## src/inc/fic_pkg.sv

```systemverilog
/*
 * fic_pkg: constants, state encodings and coding functions shared by the
 * error-correction codec and its receive-side queue.
 * Assumes one synchronous clock domain; no other package is needed.
 */
package fic_pkg;

    // ************************************************************
    // geometry and code constants
    // ************************************************************
    localparam int          FIC_BYTE_BITS  = 8;
    localparam int          FIC_MAT_DIM    = 4;   // interleaver is dim x dim bits
    localparam int          FIC_MAT_BITS   = FIC_MAT_DIM * FIC_MAT_DIM;
    localparam int          FIC_CONSTRAINT = 4;   // taps over input bit plus 3 memory bits
    localparam int          FIC_FIFO_DEPTH = 16;
    localparam logic [3:0]  FIC_GEN_A      = 4'h8;  // tap mask {u, s0, s1, s2}
    localparam logic [3:0]  FIC_GEN_B      = 4'hD;
    localparam logic [2:0]  FIC_ENC_RESET  = 3'h0;
    localparam logic [3:0]  FIC_LAST_CODED = 4'hF;  // last bit of a 16-bit matrix
    localparam logic [3:0]  FIC_LAST_PLAIN = 4'h7;  // last bit of a plain byte
    localparam logic [1:0]  FIC_PAD_ODD    = 2'h1;  // pad bytes after an odd count
    localparam logic [1:0]  FIC_PAD_EVEN   = 2'h2;  // pad bytes after an even count
    localparam logic [7:0]  FIC_PAD_BYTE   = 8'h00;

    // ************************************************************
    // state encodings, gray along the usual path except rx push back to idle
    // ************************************************************
    typedef enum logic [1:0] {
        FIC_TX_IDLE = 2'b00,
        FIC_TX_SEND = 2'b01,
        FIC_TX_PAD  = 2'b11
    } fic_tx_e;

    typedef enum logic [1:0] {
        FIC_RX_IDLE    = 2'b00,
        FIC_RX_COLLECT = 2'b01,
        FIC_RX_PUSH    = 2'b11
    } fic_rx_e;

    // ************************************************************
    // coding functions
    // ************************************************************
    // one byte, msb first, through the encoder: {next memory, 16 coded bits}
    function automatic logic [18:0] fic_encode(input logic [7:0] b, input logic [2:0] s);
        logic [2:0]  st;
        logic [3:0]  sh;
        logic [15:0] c;
        st = s;
        c  = '0;
        sh = '0;
        for (int i = 0; i < FIC_BYTE_BITS; i++) begin
            sh           = {b[7-i], st};
            c[2*i]       = ^(sh & FIC_GEN_A);
            c[2*i+1]     = ^(sh & FIC_GEN_B);
            st           = sh[3:1];
        end
        return {st, c};
    endfunction : fic_encode

    // matrix transpose: written by rows, read by columns (its own inverse)
    function automatic logic [15:0] fic_transpose(input logic [15:0] v);
        logic [15:0] o;
        logic [3:0]  j;
        o = '0;
        for (int k = 0; k < FIC_MAT_BITS; k++) begin
            j    = 4'(k);
            o[k] = v[{j[1:0], j[3:2]}];
        end
        return o;
    endfunction : fic_transpose

    // systematic bits of a coded matrix back to a byte, msb first
    function automatic logic [7:0] fic_unsys(input logic [15:0] c);
        logic [7:0] b;
        b = '0;
        for (int i = 0; i < FIC_BYTE_BITS; i++) begin
            b[7-i] = c[2*i];
        end
        return b;
    endfunction : fic_unsys

endpackage : fic_pkg

```

## src/inc/fic_stream_if.sv

```systemverilog
/*
 * fic_stream_if: valid/ready word channel between the codec core and its queue.
 * Assumes both ends share the codec clock.
 */
`timescale 1ns/100ps
interface fic_stream_if #(parameter int WIDTH = 8);
    logic             valid;
    logic             ready;
    logic [WIDTH-1:0] data;

    modport src (output valid, output data, input ready);
    modport snk (input valid, input data, output ready);
endinterface : fic_stream_if

```

## src/fic_fifo.sv

```systemverilog
/*
 * fic_fifo: flip-flop queue, width and depth set by parameters.
 * Assumes a power-of-two depth and that both sides run on ref_clk.
 */
`timescale 1ns/100ps
module fic_fifo
    import fic_pkg::*;
#(
    parameter int WIDTH = FIC_BYTE_BITS,
    parameter int DEPTH = FIC_FIFO_DEPTH
) (
    input  wire logic   ref_clk,  // codec clock
    input  wire logic   resetn,   // async reset, active low
    fic_stream_if.snk   wr,       // filling side
    fic_stream_if.src   rd        // draining side
);
    localparam int AW = $clog2(DEPTH);

    // ************************************************************
    // parameter check
    // ************************************************************
    if (DEPTH < 2 || (1 << AW) != DEPTH || WIDTH < 1) begin : g_bad
        $error("fic_fifo: depth must be a power of two of at least 2");
    end

    typedef struct packed {
        logic [DEPTH-1:0][WIDTH-1:0] mem;
        logic [AW-1:0]               wp;
        logic [AW-1:0]               rp;
        logic [AW:0]                 cnt;
    } fic_fifo_s;

    fic_fifo_s s_q, s_d;
    logic      push, pop;

    // ************************************************************
    // handshakes and next state
    // ************************************************************
    // full and empty come straight from the count, so ready is honest
    assign wr.ready = (s_q.cnt != (AW+1)'(DEPTH));
    assign rd.valid = (s_q.cnt != '0);
    assign rd.data  = s_q.mem[s_q.rp];
    assign push     = wr.valid && wr.ready;
    assign pop      = rd.valid && rd.ready;

    // pointer and count update
    always_comb begin
        s_d = s_q;
        if (push) begin
            s_d.mem[s_q.wp] = wr.data;
            s_d.wp          = s_q.wp + 1'b1;
        end
        if (pop) begin
            s_d.rp = s_q.rp + 1'b1;
        end
        s_d.cnt = s_q.cnt + (AW+1)'(push) - (AW+1)'(pop);
    end

    // state register
    always_ff @(posedge ref_clk or negedge resetn) begin
        if (!resetn) begin
            s_q <= '0;
        end else begin
            s_q <= s_d;
        end
    end
endmodule : fic_fifo

```

## src/fic_codec.sv

```systemverilog
/*
 * fic_codec: rate one-half convolutional coder with 4x4 matrix interleaving
 * between the packet handler and the modem bit stream, and the reverse path.
 * Assumes all inputs synchronous to ref_clk and a fixed packet length.
 */
`timescale 1ns/100ps
module fic_codec
    import fic_pkg::*;
#(
    parameter int FIFO_DEPTH = FIC_FIFO_DEPTH
) (
    input  wire logic       ref_clk,               // 10 MHz codec clock
    input  wire logic       resetn,                // async reset, active low
    input  wire logic       errorCorrectionEnable, // coding on for new bytes/packets
    input  wire logic       txValid,               // byte from packet handler
    input  wire logic [7:0] txData,                // byte value
    input  wire logic       txLast,                // last coded byte (crc end)
    input  wire logic       txCoded,               // byte belongs to data/crc field
    output logic            txReady,               // codec idle, an offered byte is taken this cycle
    output logic            txBitValid,            // bit to modem valid
    output logic            txBit,                 // bit to modem
    input  wire logic       txBitReady,            // modem takes the bit
    input  wire logic       rxStart,               // sync found, packet follows
    input  wire logic [7:0] rxLen,                 // payload plus crc bytes
    input  wire logic       rxBitValid,            // bit from modem valid
    input  wire logic       rxBit,                 // bit from modem
    output logic            rxBitReady,            // codec takes the bit
    output logic            rxByteValid,           // byte to receive fifo valid
    output logic [7:0]      rxByteData,            // byte to receive fifo
    input  wire logic       rxByteReady,           // receive fifo takes byte
    output logic            rxCodeErr              // parity mismatch on a byte
);

    // ************************************************************
    // parameter check
    // ************************************************************
    if (FIFO_DEPTH < 2) begin : g_bad
        $error("fic_codec: queue depth below 2");
    end

    typedef struct packed {
        fic_tx_e     txState;
        logic [15:0] txMat;       // transmit order, bit 0 goes out first
        logic [3:0]  txCnt;
        logic        txCodedMode;
        logic [2:0]  encState;
        logic        txParity;    // odd count of coded bytes so far
        logic [1:0]  padLeft;
        fic_rx_e     rxState;
        logic [15:0] rxMat;       // received order, newest at bit 15
        logic [3:0]  rxCnt;
        logic        rxCodedMode;
        logic [2:0]  decState;
        logic [8:0]  byteIdx;
        logic [8:0]  byteTotal;
        logic [7:0]  lenQ;
        logic [7:0]  pushData;
        logic        pushKeep;
        logic        codeErr;
    } fic_core_s;

    fic_core_s    s_q, s_d;
    fic_stream_if #(.WIDTH(FIC_BYTE_BITS)) qIn ();
    fic_stream_if #(.WIDTH(FIC_BYTE_BITS)) qOut ();

    logic         txTake, txBitTake, txDone, rxBitTake, rxDone;
    logic [7:0]   encIn;
    logic [18:0]  encOut, decChk;
    logic [15:0]  rxShift, rxCodedBits;
    logic [7:0]   rxDecoded;
    logic [7:0]   txRev;

    // ************************************************************
    // handshakes and datapath helpers
    // ************************************************************
    assign txReady     = (s_q.txState == FIC_TX_IDLE);
    assign txTake      = txValid && txReady;
    assign txBitValid  = (s_q.txState == FIC_TX_SEND);
    assign txBit       = s_q.txMat[0];
    assign txBitTake   = txBitValid && txBitReady;
    assign txDone      = txBitTake && (s_q.txCnt == (s_q.txCodedMode ? FIC_LAST_CODED
                                                                     : FIC_LAST_PLAIN));
    // receive stalls while a byte waits for the queue
    assign rxBitReady  = (s_q.rxState == FIC_RX_COLLECT);
    assign rxBitTake   = rxBitValid && rxBitReady;
    assign rxDone      = rxBitTake && (s_q.rxCnt == (s_q.rxCodedMode ? FIC_LAST_CODED
                                                                      : FIC_LAST_PLAIN));
    assign rxShift     = {rxBit, s_q.rxMat[15:1]};
    // plain byte reversed so its msb leaves first from bit 0
    assign txRev       = {<<{txData}};

    // shared generator taps for both directions
    assign encIn       = (s_q.txState == FIC_TX_PAD) ? FIC_PAD_BYTE : txData;
    assign encOut      = fic_encode(encIn, s_q.encState);
    assign rxCodedBits = fic_transpose(rxShift);
    assign rxDecoded   = fic_unsys(rxCodedBits);
    assign decChk      = fic_encode(rxDecoded, s_q.decState);

    // queue toward the receive fifo
    assign qIn.valid   = (s_q.rxState == FIC_RX_PUSH) && s_q.pushKeep;
    assign qIn.data    = s_q.pushData;
    assign rxByteValid = qOut.valid;
    assign rxByteData  = qOut.data;
    assign qOut.ready  = rxByteReady;
    assign rxCodeErr   = s_q.codeErr;

    // ************************************************************
    // next-state logic
    // ************************************************************
    // transmit and receive paths share one state record
    always_comb begin
        s_d         = s_q;
        s_d.codeErr = 1'b0;

        // transmit: load a byte, its code, or a pad, then shift it out
        case (s_q.txState)
            FIC_TX_IDLE: begin
                if (txTake) begin
                    s_d.txState = FIC_TX_SEND;
                    s_d.txCnt   = '0;
                    if (errorCorrectionEnable && txCoded) begin
                        s_d.txCodedMode = 1'b1;
                        s_d.txMat       = fic_transpose(encOut[15:0]);
                        s_d.encState    = encOut[18:16];
                        s_d.txParity    = !s_q.txParity;
                        if (txLast) begin
                            // termination plus padding to an even byte count
                            s_d.padLeft = s_q.txParity ? FIC_PAD_EVEN
                                                       : FIC_PAD_ODD;
                        end
                    end else begin
                        // header bytes and bypass go msb first, no code
                        s_d.txCodedMode = 1'b0;
                        s_d.txMat       = {8'h00, txRev};
                        s_d.encState    = FIC_ENC_RESET;
                        s_d.txParity    = 1'b0;
                        s_d.padLeft     = '0;
                    end
                end
            end
            FIC_TX_SEND: begin
                if (txBitTake) begin
                    s_d.txMat = {1'b0, s_q.txMat[15:1]};
                    s_d.txCnt = s_q.txCnt + 4'h1;
                end
                if (txDone) begin
                    s_d.txState = (s_q.padLeft != '0) ? FIC_TX_PAD : FIC_TX_IDLE;
                end
            end
            FIC_TX_PAD: begin
                // zero bytes flush the coder memory back to all zeros
                s_d.txCodedMode = 1'b1;
                s_d.txMat       = fic_transpose(encOut[15:0]);
                s_d.encState    = encOut[18:16];
                s_d.padLeft     = s_q.padLeft - 2'h1;
                s_d.txCnt       = '0;
                s_d.txState     = FIC_TX_SEND;
                if (s_q.padLeft == 2'h1) begin
                    s_d.txParity = 1'b0;
                end
            end
            default: s_d.txState = FIC_TX_IDLE;
        endcase

        // receive: a new sync restarts the packet whatever the state
        if (rxStart) begin
            s_d.rxCodedMode = errorCorrectionEnable;
            s_d.lenQ        = rxLen;
            s_d.byteIdx     = '0;
            s_d.byteTotal   = errorCorrectionEnable
                            ? {1'b0, rxLen} + (rxLen[0] ? 9'h001 : 9'h002)
                            : {1'b0, rxLen};
            s_d.decState    = FIC_ENC_RESET;
            s_d.rxCnt       = '0;
            s_d.rxState     = (rxLen != 8'h00) ? FIC_RX_COLLECT : FIC_RX_IDLE;
        end else begin
            case (s_q.rxState)
                FIC_RX_IDLE: s_d.rxState = FIC_RX_IDLE;
                FIC_RX_COLLECT: begin
                    if (rxBitTake) begin
                        s_d.rxMat = rxShift;
                        s_d.rxCnt = s_q.rxCnt + 4'h1;
                    end
                    if (rxDone) begin
                        if (s_q.rxCodedMode) begin
                            s_d.pushData = rxDecoded;
                            s_d.decState = decChk[18:16];
                            s_d.codeErr  = (decChk[15:0] != rxCodedBits);
                        end else begin
                            s_d.pushData = {<<{rxShift[15:8]}};
                        end
                        // bytes past the payload are termination or pad
                        s_d.pushKeep = (s_q.byteIdx < {1'b0, s_q.lenQ});
                        s_d.byteIdx  = s_q.byteIdx + 9'h001;
                        s_d.rxCnt    = '0;
                        s_d.rxState  = FIC_RX_PUSH;
                    end
                end
                FIC_RX_PUSH: begin
                    if (!s_q.pushKeep || qIn.ready) begin
                        s_d.rxState = (s_q.byteIdx == s_q.byteTotal) ? FIC_RX_IDLE
                                                                     : FIC_RX_COLLECT;
                    end
                end
                default: s_d.rxState = FIC_RX_IDLE;
            endcase
        end
    end

    // state register
    always_ff @(posedge ref_clk or negedge resetn) begin
        if (!resetn) begin
            s_q <= '0;
        end else begin
            s_q <= s_d;
        end
    end

    // ************************************************************
    // receive queue
    // ************************************************************
    fic_fifo #(
        .WIDTH (FIC_BYTE_BITS),
        .DEPTH (FIFO_DEPTH)
    ) u_rx_queue (
        .ref_clk (ref_clk),
        .resetn  (resetn),
        .wr      (qIn),
        .rd      (qOut)
    );
endmodule : fic_codec

```

## config.mk

```make
export PLATFORM = sky130hd
export DESIGN_NAME = fic_codec
export DESIGN_NICKNAME = d
export VERILOG_FILES = /design/src/inc/fic_pkg.sv /design/src/inc/fic_stream_if.sv /design/src/fic_fifo.sv /design/src/fic_codec.sv
export SDC_FILE = /design/constraint.sdc
export NUM_CORES = 1
export LEC_CHECK = 0
export ABC_AREA = 1
export BUFFER_PORTS_ARGS = -buffer_cell sky130_fd_sc_hd__buf_2
export CAP_MARGIN = 20
export CORE_MARGIN = 4
export CORE_UTILIZATION = 58
export CTS_BUF_LIST = sky130_fd_sc_hd__clkbuf_8
export DETAILED_ROUTE_END_ITERATION = 12
export PLACE_DENSITY = 0.78
export SLEW_MARGIN = 20
export SYNTH_ARGS = -nofsm -noshare
export SYNTH_HDL_FRONTEND = slang
export SYNTH_SLANG_ARGS = --single-unit
```

## constraint.sdc

```tcl
create_clock -name ref_clk -period 2.3 [get_ports ref_clk]
set_clock_uncertainty 0.2 [all_clocks]
set_input_delay 0.115 -clock ref_clk [delete_from_list [all_inputs] [get_ports ref_clk]]
set_output_delay 0.115 -clock ref_clk [all_outputs]
set_load 0.005 [all_outputs]
```

==> metrics.md <==
| Metric | Value |
|---|---|
| Critical Path AT | `2.05 ns` |
| N_diodes | `0` |
| Design Area, Final | `14090 µm²` |
| GP Congestion | `0.8824` |
| Sequential share of the synthesized area | `0.4898` |
| Max cap viols | `0` |
| Chip width | `150.6 µm` |
| Clk root buf | `clkbuf_8` |
| Routed Antenna Nets | `0` |
| Syn nets | `1553` |
| Fmax | `422.2 MHz` |
| CTS H-tree lvls | `2` |
| Hold endpoint | `s_q[18]` |
| M3 GR Usage | `0.04214` |
| Post-synth EDFFs | `0` |
| GRT overflow | `0` |
| WL per Instance | `15.72 µm` |
| Setup TNS | `-0.2664 ns` |
| Warnings, synthesis | `0` |
| Seq. cell area | `5783 µm²` |
| Slew Limit Fails | `0` |
| Cts bufs inserted | `40` |
| DP Area | `12460 µm²` |
| Vias in the first global route | `10.36k` |
| Initial antenna violation count | `0` |
| Die area | `22690 µm²` |
| VDD IR-drop max | `1.053 mV` |
| PwrDens | `995.5 nW/µm²` |
| Post-Syn Area per Cell | `7.899 µm²` |
| HP Start | `errorCorrectionEnable` |
| Final setup vio count | `7` |
| P&R area growth vs syn | `19.40%` |
| Synth top area cells | `dfrtp_1 49%, o21ai_0 12%, nand2_1 12%` |
| Reg2Reg Depth | `13` |
| Critical Path Slowest Stage Cell | `dfrtp_2` |
| Vias | `10.61k` |
| First-pass GRT wire length | `50.69 mm` |
| Hold Path Depth | `3` |
| DP HPWL | `18.35 mm` |
| Row count | `51` |
| Iteration count of the initial detailed-routing pass | `6` |
| Status | `complete, but fails checks` |
| Clk pin slew, worst setup/hold paths | `0.06 ns` |
| I/O pin total | `41` |
| Non-filler cells, final | `1904` |
| Async S/R FF share, synth | `1.000` |
| DRT Wirelength | `29.92 mm` |
| Starting Density | `0.5985` |
| Final WS setup | `-0.06855 ns` |
| CP startpoint kind | `flip-flop` |
| Post-DR vias/cell | `5.573` |
| Distinct cell type count of the synthesized netlist | `38` |
| Slew HR | `0.5683` |
| Nets | `1673` |
| All-Layer GR Usage | `0.2753` |
| Reg-to-reg endpoint | `u_rx_queue.s_q[4]` |
| Synth top area share | `0.4898` |
| Most common library cells after synthesis | `375 x nand2_1, 286 x o21ai_0, 231 x dfrtp_1, 147 x nor2_1, 129 x inv_1` |
| Cells along the critical path | `clkinv_4, buf_12, buf_16, nor2_4, nor2_1, o21ai_1, o211ai_1, nand3_1, nand2_1, buf_2` |
| Cells after Synth | `1494` |
| Hold WC Path Type | `input port to flip-flop` |
| Area of the multi-input gates | `5319 µm²` |
| Synth Cell Area | `11800 µm²` |
| Grt peak-use layer | `met2` |
| Critical path class | `flip-flop to output pin` |
| # port buffers | `40` |
| Die Height | `150.6 µm` |
| Leak Pwr | `6.862 nW` |
| Yosys reg bits | `231` |
| Critical path data required time | `1.99 ns` |
| Placed cell count | `1768` |
| Layout cells sized above 1 | `0.1275` |
| Fin crit share | `1.030` |
| Clock Path Buffers | `3` |
| Unrepaired setup endpoints after global routing | `yes` |
| Prevailing post-synth register cell | `dfrtp_1` |
| Worst-skew pair later-pin latency | `0.54 ns` |
| CTS tree | `built` |
| CP peak stage delay | `0.45 ns` |
| Worst-Margin Slew | `0.6468 ns` |
| Crit end category | `output pin` |
| Fill cell count | `1483` |
| Sink Count | `231` |
| Util after Layout | `0.7146` |
| Synth area leader | `dfrtp_1` |
| Hold Fails Final Rpt | `0` |
| Met1 usage | `0.3747` |
| Tmin final | `2.369 ns` |
| Core outline area | `19720 µm²` |
| First-iteration detailed-routing DRC count | `789` |
| RR Startpoint | `u_rx_queue.s_q[3]` |
| Largest net degree at the start of global routing | `77` |
| R2R Setup Slk | `-0.06 ns` |
| Most frequent cell after synthesis | `nand2_1` |
| Global Route met2 Usage | `0.4564` |
| Crit Path Max Fanout | `9` |
| Failing checks | `setup timing` |
| Post-route DRC | `0` |
## cell families (layout without fill, tap and decap cells)
| family | Yosys count | after routing | share of synthesized area |
|---|---|---|---|
| simple gates | 627 | 627 | 0.2172 |
| compound gates | 367 | 367 | 0.1679 |
| flops | 231 | 231 | 0.4898 |
| buf+inv | 207 | 352 | 0.06807 |
| fa+ha+maj | 32 | 32 | 0.03456 |
| xor+xnor | 29 | 29 | 0.02152 |
| mux | 1 | 1 | 0.0008482 |
## through the flow
step	worst slack, ns	hold slack, ns	total power, mW
after global routing	-0.1520	0.2391	14.96
after detailed placement	-0.08331	-0.05222	9.511
final	-0.06855	0.2301	14.03
after floorplan	-0.02965	-0.3806	7.920
after CTS	-0.04484	0.2022	13.91
after global placement	0.002348	-0.04827	9.379
## flip-flops by register name (all words and copies together) (netlist names)
signal / flops
decChk: 3
s_q: 65
rxCodedBits: 12
u_rx_queue.s_q: 141
rxCodeErr: 1
qIn.data: 8
txBit: 1
## power breakdown
part / internal (mW) / switching (mW) / total (mW) / leakage (nW)
Clock: 2.12 / 1.64 / 3.77 / 0.460
Sequential: 4.49 / 0.315 / 4.80 / 3.08
Combinational: 2.23 / 3.23 / 5.46 / 3.32
Total: 8.84 / 5.19 / 14.0 / 6.86
## critical path, delay by kind of cell, from the launching register on
family / cells / cell delay, ns
compound gates: 2 / 0.18
buf+inv: 4 / 0.56
flops: 1 / 0.45
simple gates: 4 / 0.33
## routing by layer
metal,vias up,part of all wire
met2,369,0.48
met1,5049,0.43
met5,-,0
li1,5121,-
met3,72,0.060
met4,0,0.026
## worst max path at each step
stage / start / end / slack (ns)
3_5_place_dp: u_rx_queue.s_q[2] / u_rx_queue.s_q[4] / -0.08
3_3_place_gp: u_rx_queue.s_q[2] / u_rx_queue.s_q[4] / 0.002
6_report: u_rx_queue.s_q[5] / rxByteData[6] / -0.07
4_1_cts: u_rx_queue.s_q[5] / rxByteData[0] / -0.04
5_1_grt: u_rx_queue.s_q[3] / u_rx_queue.s_q[4] / -0.15
2_1_floorplan: u_rx_queue.s_q[3] / u_rx_queue.s_q[4] / -0.03
## placed cells by master, fill, tap and decap left out, types with 3 or more instances in the layout
master	n
nand2_1	374
o21ai_0	267
dfrtp_1	229
nor2_1	137
inv_1	136
nand3_1	65
clkbuf_8	52
buf_4	50
dlygate4sd3_1	45
buf_2	38
o211ai_1	35
ha_1	28
a21oi_1	23
xor2_1	18
o21ai_1	16
nand4_1	14
xnor2_1	11
nor2_2	10
nor3_1	8
nand3_2	7
buf_6	7
buf_12	7
inv_2	6
a21boi_0	6
a2bb2oi_1	5
o21ai_2	4
nor2_4	3
nand2_2	3
or2_2	3
a22oi_1	3
ha_4	3
buf_16	3
## layout make-up
cell class,instances,area share
Timing Repair Buffer,152,0.09563
Inverter,133,0.03587
Clock inverter,15,0.006304
Clock buffer,52,0.05079
Tap cell,265,0.02353
Multi-Input combinational cell,1056,0.3775
Sequential cell,231,0.4104
## repair_timing
item	4_1_cts	5_1_grt
pin swaps	16	15
hold endpoints to repair	305	0
hold buffers	45	0
gates resized for setup	24	32
gates cloned	3	0
buffers inserted	20	3
setup endpoints to repair	9	15
Note: power is estimated with default switching activity, not from simulation.
